File: config.mk
export PLATFORM = sky130hd
export DESIGN_NAME = supply_monitor_reset_ctrl
export DESIGN_NICKNAME = d
export VERILOG_FILES = /design/src/common/supply_monitor_pkg.sv /design/src/rtl/supply_monitor_reset_ctrl.sv
export VERILOG_INCLUDE_DIRS = /design/src /design/src/common
export SDC_FILE = /design/constraint.sdc
export NUM_CORES = 1
export LEC_CHECK = 0
export ABC_AREA = 1
export BUFFER_PORTS_ARGS = -buffer_cell sky130_fd_sc_hd__buf_2
export CAP_MARGIN = 30
export CORE_AREA = 2 2 68 70
export CTS_BUF_LIST = sky130_fd_sc_hd__clkbuf_16
export DETAILED_ROUTE_END_ITERATION = 12
export DIE_AREA = 0 0 70 72
export PLACE_DENSITY_LB_ADDON = 0.1
export SLEW_MARGIN = 20
export SYNTH_ARGS = -nofsm -noshare
export SYNTH_HDL_FRONTEND = slang
export SYNTH_SLANG_ARGS = --single-unit
File: constraint.sdc
create_clock -name mclk -period 1.69 [get_ports mclk]
set_input_delay 0.0845 -clock mclk [delete_from_list [all_inputs] [get_ports mclk]]
set_output_delay 0.0845 -clock mclk [all_outputs]
set_load 0.02 [all_outputs]
File: src/common/supply_monitor_cfg.svh
// constants for the supply monitor and reset control block
// assumes one slow clock domain (mclk); all settings arrive as plain ports
`ifndef SUPPLY_MONITOR_CFG_SVH
`define SUPPLY_MONITOR_CFG_SVH
// threshold code 0 = 1.9V, each step 100 mV, last code 15 = 3.4V
`define THRESH_MIN_MV    1900
`define THRESH_STEP_MV   100
`define THRESH_MAX_CODE  4'hF
// sample period codes
`define SMPL_CONT        2'h0
`define SMPL_32          2'h1
`define SMPL_256         2'h2
`define SMPL_2048        2'h3
// sample divider terminal values (period minus one)
`define DIV_32_LAST      11'h01F
`define DIV_256_LAST     11'h0FF
`define DIV_2048_LAST    11'h7FF
`define DIV_ZERO         11'h000
`define DIV_ONE          11'h001
`endif

File: src/common/supply_monitor_pkg.sv
// types for the supply monitor and reset control block
// assumes the cfg header supplies all numeric constants
package supply_monitor_pkg;
  typedef struct packed {
    logic [3:0] threshold_select;
    logic [1:0] sample_period_select;
    logic       monitor_reset_enable;
    logic       monitor_irq_enable;
  } monitor_mode_t;
  typedef enum logic [1:0] {
    pwr_run,
    pwr_reset_hold,
    pwr_backup
  } pwr_state_t;
endpackage

File: src/rtl/supply_monitor_reset_ctrl.sv
// supply monitor sampling, status flags, shutdown pin and core reset sequencing
// assumes mclk is the slow clock; comparator and brownout inputs are asynchronous
`timescale 1ns/1ps
`include "supply_monitor_cfg.svh"
module supply_monitor_reset_ctrl
  import supply_monitor_pkg::*;
(
  input  wire logic          mclk,
  input  wire logic          reset_n,
  input  wire monitor_mode_t monitor_mode_register,
  input  wire logic          monitor_wakeup_enable,
  input  wire logic          brownout_reset_enable,
  input  wire logic          regulator_off_request,
  input  wire logic          status_read,
  input  wire logic          other_wakeup,
  input  wire logic          monitor_comp_in,
  input  wire logic          brownout_in,
  input  wire logic          core_regulated,
  output logic [3:0]         comparator_threshold,
  output logic               comparator_enable,
  output logic               monitor_live_output,
  output logic               monitor_sticky_flag,
  output logic               irq,
  output logic               wakeup_event,
  output logic               shutdown_out_n,
  output logic               core_reset_n,
  output logic               core_shutdown_ok
);
  // ***************************************************
  // sampling
  // ***************************************************
  logic [10:0] div_cnt;
  logic [10:0] div_last;
  logic        continuous;
  logic        sample_tick;
  logic        comp_meta;
  logic        comp_sync;
  logic        bod_meta;
  logic        bod_sync;
  logic        detect;
  logic        sample_window;
  logic        sample_stage;
  pwr_state_t  pwr_state;

  assign continuous = (monitor_mode_register.sample_period_select == `SMPL_CONT);
  always_comb begin
    unique case (monitor_mode_register.sample_period_select)
      `SMPL_32:   div_last = `DIV_32_LAST;
      `SMPL_256:  div_last = `DIV_256_LAST;
      `SMPL_2048: div_last = `DIV_2048_LAST;
      `SMPL_CONT: div_last = `DIV_ZERO;
    endcase
  end

  // in duty mode a dip shorter than the sample period can go unseen;
  // that is the price of the lower comparator power
  // duty cycle divider
  always_ff @(posedge mclk or negedge reset_n) begin
    if (!reset_n) begin
      div_cnt <= `DIV_ZERO;
    end else if (continuous || div_cnt >= div_last) begin
      div_cnt <= `DIV_ZERO;
    end else begin
      div_cnt <= div_cnt + `DIV_ONE;
    end
  end
  assign sample_tick = continuous || (div_cnt == `DIV_ZERO);

  always_ff @(posedge mclk or negedge reset_n) begin
    if (!reset_n) begin
      comparator_threshold <= 4'h0;
      comparator_enable    <= 1'b0;
    end else begin
      comparator_threshold <= monitor_mode_register.threshold_select;
      comparator_enable    <= sample_tick;
    end
  end

  always_ff @(posedge mclk or negedge reset_n) begin
    if (!reset_n) begin
      comp_meta <= 1'b0;
      comp_sync <= 1'b0;
      bod_meta  <= 1'b0;
      bod_sync  <= 1'b0;
    end else begin
      comp_meta <= monitor_comp_in;
      comp_sync <= comp_meta;
      bod_meta  <= brownout_in;
      bod_sync  <= bod_meta;
    end
  end

  // the powered cycle is judged once its result has crossed both sync
  // stages; one stage less would judge the comparator while still off
  always_ff @(posedge mclk or negedge reset_n) begin
    if (!reset_n) begin
      sample_stage  <= 1'b0;
      sample_window <= 1'b0;
    end else begin
      sample_stage  <= comparator_enable;
      sample_window <= sample_stage;
    end
  end

  // a result only counts while the comparator was powered for it
  assign detect = comp_sync && (continuous || sample_window);

  // ***************************************************
  // status
  // ***************************************************
  // live result refresh
  always_ff @(posedge mclk or negedge reset_n) begin
    if (!reset_n) begin
      monitor_live_output <= 1'b0;
    end else if (continuous || sample_window) begin
      monitor_live_output <= comp_sync;
    end
  end

  // sticky, set wins over read clear
  always_ff @(posedge mclk or negedge reset_n) begin
    if (!reset_n) begin
      monitor_sticky_flag <= 1'b0;
    end else if (detect) begin
      monitor_sticky_flag <= 1'b1;
    end else if (status_read) begin
      monitor_sticky_flag <= 1'b0;
    end
  end

  always_ff @(posedge mclk or negedge reset_n) begin
    if (!reset_n) begin
      irq <= 1'b0;
    end else begin
      irq <= (monitor_sticky_flag || detect) && monitor_mode_register.monitor_irq_enable;
    end
  end

  always_ff @(posedge mclk or negedge reset_n) begin
    if (!reset_n) begin
      wakeup_event <= 1'b0;
    end else begin
      wakeup_event <= (detect && monitor_wakeup_enable) || other_wakeup;
    end
  end

  // ***************************************************
  // power sequencing
  // ***************************************************
  logic reset_cause;
  assign reset_cause = (detect && monitor_mode_register.monitor_reset_enable)
                     || (bod_sync && brownout_reset_enable);

  // an off request wins over a pending reset so the regulator can always be shut down
  always_ff @(posedge mclk or negedge reset_n) begin
    if (!reset_n) begin
      pwr_state <= pwr_reset_hold;
    end else begin
      unique case (pwr_state)
        pwr_run: begin
          if (regulator_off_request) begin
            pwr_state <= pwr_backup;
          end else if (reset_cause) begin
            pwr_state <= pwr_reset_hold;
          end
        end
        pwr_reset_hold: begin
          if (regulator_off_request) begin
            pwr_state <= pwr_backup;
          end else if (core_regulated && !reset_cause) begin
            pwr_state <= pwr_run;
          end
        end
        pwr_backup: begin
          if (wakeup_event) begin
            pwr_state <= pwr_reset_hold;
          end
        end
        // the unused code falls back to holding the core in reset
        default: begin
          pwr_state <= pwr_reset_hold;
        end
      endcase
    end
  end

  always_ff @(posedge mclk or negedge reset_n) begin
    if (!reset_n) begin
      shutdown_out_n <= 1'b1;
    end else if (pwr_state == pwr_backup) begin
      shutdown_out_n <= wakeup_event;
    end else begin
      shutdown_out_n <= !regulator_off_request;
    end
  end

  // reset held across shutdown and until regulated
  // reset within one cycle of synced detection
  always_ff @(posedge mclk or negedge reset_n) begin
    if (!reset_n) begin
      core_reset_n <= 1'b0;
    end else begin
      core_reset_n <= (pwr_state == pwr_run) && !reset_cause && !regulator_off_request;
    end
  end

  // backup confirmation for the far side, only once the core is held
  always_ff @(posedge mclk or negedge reset_n) begin
    if (!reset_n) begin
      core_shutdown_ok <= 1'b0;
    end else begin
      core_shutdown_ok <= (pwr_state == pwr_backup) && !core_reset_n;
    end
  end
endmodule

[After elaboration in Yosys (flattened, before gate mapping)]
Cells that the tools add are included.
Operators by class
  multiplexer cells: 11
  reduce and logical (&&, ||, !) cells: 23
  equal/unequal tests: 8
  order comparisons: 1
  $add $sub $neg: 1
Operator list (count)
  11-bit case mux with 4 select lines: 1
  11-bit by 1-bit adder with 11-bit output (second input constant): 1
  11-bit greater-or-equal comparator: 1
  11-bit logical NOT: 1
  11-bit 2-to-1 mux: 1
  2-bit 2-to-1 mux: 5
  1-bit logical AND: 9
  2-bit == test (second input constant): 3
  1-bit logical OR: 6
  3-bit inequality test (second input constant): 2
  2-bit case mux with 3 select lines: 1
  2-bit by 1-bit == test with 1-bit output (second input constant): 2
  2-bit logical NOT: 2
  1-bit logical NOT: 3
  1-bit 2-to-1 mux: 3
  3-bit AND reduction: 1
  2-bit inequality test (second input constant): 1
  2-bit nonzero test: 1
Storage, ports and cells
  word-level logic and storage cells: 61
  register bits: 31
  input port bits: 18

[Logic depth before layout (Yosys ltp)]
  word-level depth: 10
  depth in mapped cells: 14
  gate-level depth less buffers: 13

[Worst setup path after synthesis]
Ideal clock, no wire load.
  kind: reg-to-reg
  start point: reg div_cnt[6]
  end point: reg div_cnt[0]
  data arrival time: 1359 ps
  buffers on the path: 1
  path slack: 210 ps
  cell stages (with the launch flop): 11
  library setup time: 121 ps
  cell sequence: dfrtp_1 ha_1 nand2_1 o21bai_1 nor2_2 nand2_1 nand2_1 nand2_1 nand2_2 buf_6 nor2_2
On the way
  longest elaborated chain between the ends: 3
RTL lines
  start, declared: RTL line supply_monitor_reset_ctrl.sv:32  | logic [10:0] div_cnt;
  start signal, assigned: RTL line supply_monitor_reset_ctrl.sv:60  | div_cnt <= `DIV_ZERO;
  start signal, assigned: RTL line supply_monitor_reset_ctrl.sv:62  | div_cnt <= `DIV_ZERO;
  start signal, assigned: RTL line supply_monitor_reset_ctrl.sv:64  | div_cnt <= div_cnt + `DIV_ONE;
  11-bit greater-or-equal comparator: RTL line supply_monitor_reset_ctrl.sv:61  | end else if (continuous || div_cnt >= div_last) begin
  1-bit logical OR: RTL line supply_monitor_reset_ctrl.sv:61
  11-bit 2-to-1 mux: RTL line supply_monitor_reset_ctrl.sv:61
Every way passes these cells.
A chain may end at the register's enable or synchronous reset.

[Final worst setup path]
  start point: reg div_cnt[10]
  end point: reg div_cnt[10]
On the way
  longest elaborated chain between the ends: 3
RTL lines (RTL line)
  11-bit greater-or-equal comparator: supply_monitor_reset_ctrl.sv:61
  1-bit logical OR: supply_monitor_reset_ctrl.sv:61
  11-bit 2-to-1 mux *: supply_monitor_reset_ctrl.sv:61
Mark *: on every way between the ends. The rest lies on a longest branch, timed or not.

==> flow_summary_export.csv <==
group,metric,value,unit
timing,tns,0,ps
floorplan,die-area,0.00504,mm2
route,ant_nets,0,
power,pwr_density_cell,1200,mW/mm2
route,drc,0,
synth,synth_top_area_share,0.487,
outcome,status,"complete, no violations",
critical_path,crit_path_start_kind,"register",
timing,min_period,1580,ps
power,leakagePower,0.000975,uW
floorplan,die_h,72,um
power,peakVddDrop,0.662,mV
critical_path,required,1890,ps
critical_path,criticalPathCategory,"register to register",
route,wl_per_cell,11.4,um
route,first_pass_iters,6,
placement,gp_congestion,0.752,
final_layout,regMostFlops,"div_cnt",
grt,grt_usage,0.135,
timing,post-route-period-util,0.937,
synth,seq_area_frac_synth,0.523,
final_layout,diodes,0,
cts,cts-buffers-inserted,5,
route,vias,1169,
grt,grt-ovfl-total,0,
final_layout,final_cell_area,0.00196,mm2
critical_path,end_kind,"register",
floorplan,core_area,0.00426,mm2
synth,synth_top_area_cell,"dfrtp_1",
timing,finalHoldViolations,0,
cts,clock-root-buffer,"clkbuf_16",
timing,rsz0062_at_grt,"no",
synth,synth-seq-cells,31,
synth,yosysUniqueCellTypes,26,
critical_path,crit_fanout,11,
cts,cts_tree,"built",
cts,cts_sinks,31,
cts,cts_htree_levels,2,
final_layout,largestRegisters,"div_cnt: 11 flops, comparator_threshold: 4 flops, pwr_state: 2 flops",
grt,grt_pass1_wl,5220,um
floorplan,row_count,24,
critical_path,worstPathArrival,1790,ps
timing,slew-limit-headroom,0.548,
route,viasPerCell,4.58,
cts,clock_latency,270,ps
timing,finClkSkew,4.79,ps
placement,hpwl,2150,um
timing,fmax,632,MHz
floorplan,ios,30,
grt,grt_pass1_vias,1211,
hold_path,min_path_type,"primary input to register",
placement,port_buffers,29,
synth,syn_inst,153,
grt,grt_max_degree,32,
grt,antenna_found_initial,0,
floorplan,start_util,0.349,
timing,tightest_slew,678,ps
synth,synth_fp_nets,180,
route,drt_iter0_drc,37,
cts,clk_pin_slew,50,ps
timing,setup_viol,0,
placement,dpl-instance-area,0.00172,mm2
cts,clk_path_buf_depth,2,
synth,netlist_area,0.00149,mm2
floorplan,die_width,70,um
placement,place_inst,237,
final_layout,final_layout_size_suffix_gt1_frac,0.340,
route,wirelength,2920,um
synth,yosysWarningCount,0,
final_layout,nNetsFinal,229,
final_layout,layout.cells.non_filler,255,
flow_run,max-cap-violations,0,
final_layout,largest_reg_flops,11,
synth,synth_area_leaders,"dfrtp_1, ha_1, nand2_1",
final_layout,areaGrowthSynthToFinish,31.9,%
timing,final_max_slew_viol_count,0,
synth,avgSynthCellArea,9.73,um2
kinds of logic (layout without fill, tap and decap cells):
| kind of cell | after synthesis | count (layout) | share of synthesized area |
|---|---|---|---|
| buf+inv | 20 | 70 | 0.0555 |
| fa+ha+maj | 9 | 9 | 0.0756 |
| flops | 31 | 31 | 0.523 |
| compound gates | 11 | 11 | 0.0580 |
| xor+xnor | 8 | 8 | 0.0471 |
| simple gates | 74 | 74 | 0.241 |
synthesized netlist by cell type, drive strengths merged:
cell type	instances
ha	9
nor3	4
xor2	7
a21oi	4
buf	1
a31o	1
dfrtp	29
o21bai	1
o31ai	1
inv	19
nand3	11
nand2	30
nor2	28
nand4	1
a21boi	1
a31oi	1
o21ai	2
xnor2	1
dfstp	2
cell type report:
| cell class | instances | area [um2] |
|---|---|---|
| fill | 439 | 2300 |
| sequential | 31 | 778 |
| multi-input combinational | 102 | 633 |
| timing repair buffer | 43 | 275 |
| clock buffer | 5 | 125 |
| inverter | 19 | 71.3 |
| tap | 52 | 65.1 |
| clock inverter | 3 | 16.3 |
report_power, final:
group	switching [uW]	internal (uW)	leakage (uW)	total [uW]
sequential	83.5	893	0.000386	976
combinational	334	205	0.000518	539
clock	307	536	0.0000710	843
total	725	1630	0.000975	2360
layout by cell type (no fill, tap or decap):
master	netlist	routed
a21boi_0	1	1
a21oi_1	4	4
a31o_2	1	1
a31oi_4	1	1
buf_2	0	29
buf_4	0	4
clkbuf_16	0	5
clkinv_2	0	1
clkinvlp_4	0	1
dfrtp_1	29	29
dfstp_2	2	2
dlygate4sd3_1	0	10
ha_1	9	9
inv_1	14	15
inv_2	5	5
nand2_1	26	26
nand2_2	3	2
nand2_4	1	2
nand3_1	11	11
nand4_1	1	1
nor2_1	14	14
nor2_2	13	13
nor2_4	1	1
nor3_1	3	3
nor3_2	1	1
o21ai_0	1	1
o21ai_2	1	1
o21bai_1	1	1
o31ai_1	1	1
xnor2_1	1	1
xor2_1	7	7
through the flow:
step	utilization	total power [uW]	setup slack, ps	hold WS (ps)
final	0.461	2360	107	61.9
after global placement	0.403	1500	55.3	165
after global routing	0.461	2520	6.87	60.3
after detailed placement	0.403	1520	17.9	177
after floorplan	-	1340	210	-211
after CTS	0.461	2400	86.9	54.6
worst max-delay path, stage by stage (launching register included):
cell     delay, ps
dfrtp_1        390
ha_1           370
a21oi_1        170
nand3_1        130
a31oi_4        180
nand2_4        160
nor2_1         120
worst paths after layout:
check / startpoint / endpoint / slack, ps / cells past startpoint
min reg2reg: comp_meta / comp_sync / 350 / 0
max: div_cnt[10] / div_cnt[10] / 110 / 6
max in group asynchronous: reset_n / comparator_enable / 860 / 2
max reg2reg: div_cnt[10] / div_cnt[10] / 110 / 6
min in group asynchronous: reset_n / core_shutdown_ok / 380 / 2
min: monitor_wakeup_enable / wakeup_event / 60 / 2
what timing repair did:
item,4_1_cts,5_1_grt
endpoints found under the setup margin,1,1
setup buffers,0,0
resized for setup,1,0
hold endpoints to repair,38,0
pin swaps,0,1
hold buffers,10,0
gates cloned,0,0
layer usage:
metal | up-vias | part of all wire | global-route usage
li1 | 581 | - | -
met1 | 555 | 0.46 | 0.158
met2 | 27 | 0.47 | 0.219
met3 | 6 | 0.047 | 0.0486
met4 | 0 | 0.021 | 0.0684
met5 | - | 0 | 0
No activity file was read; power rests on OpenSTA's default activity.
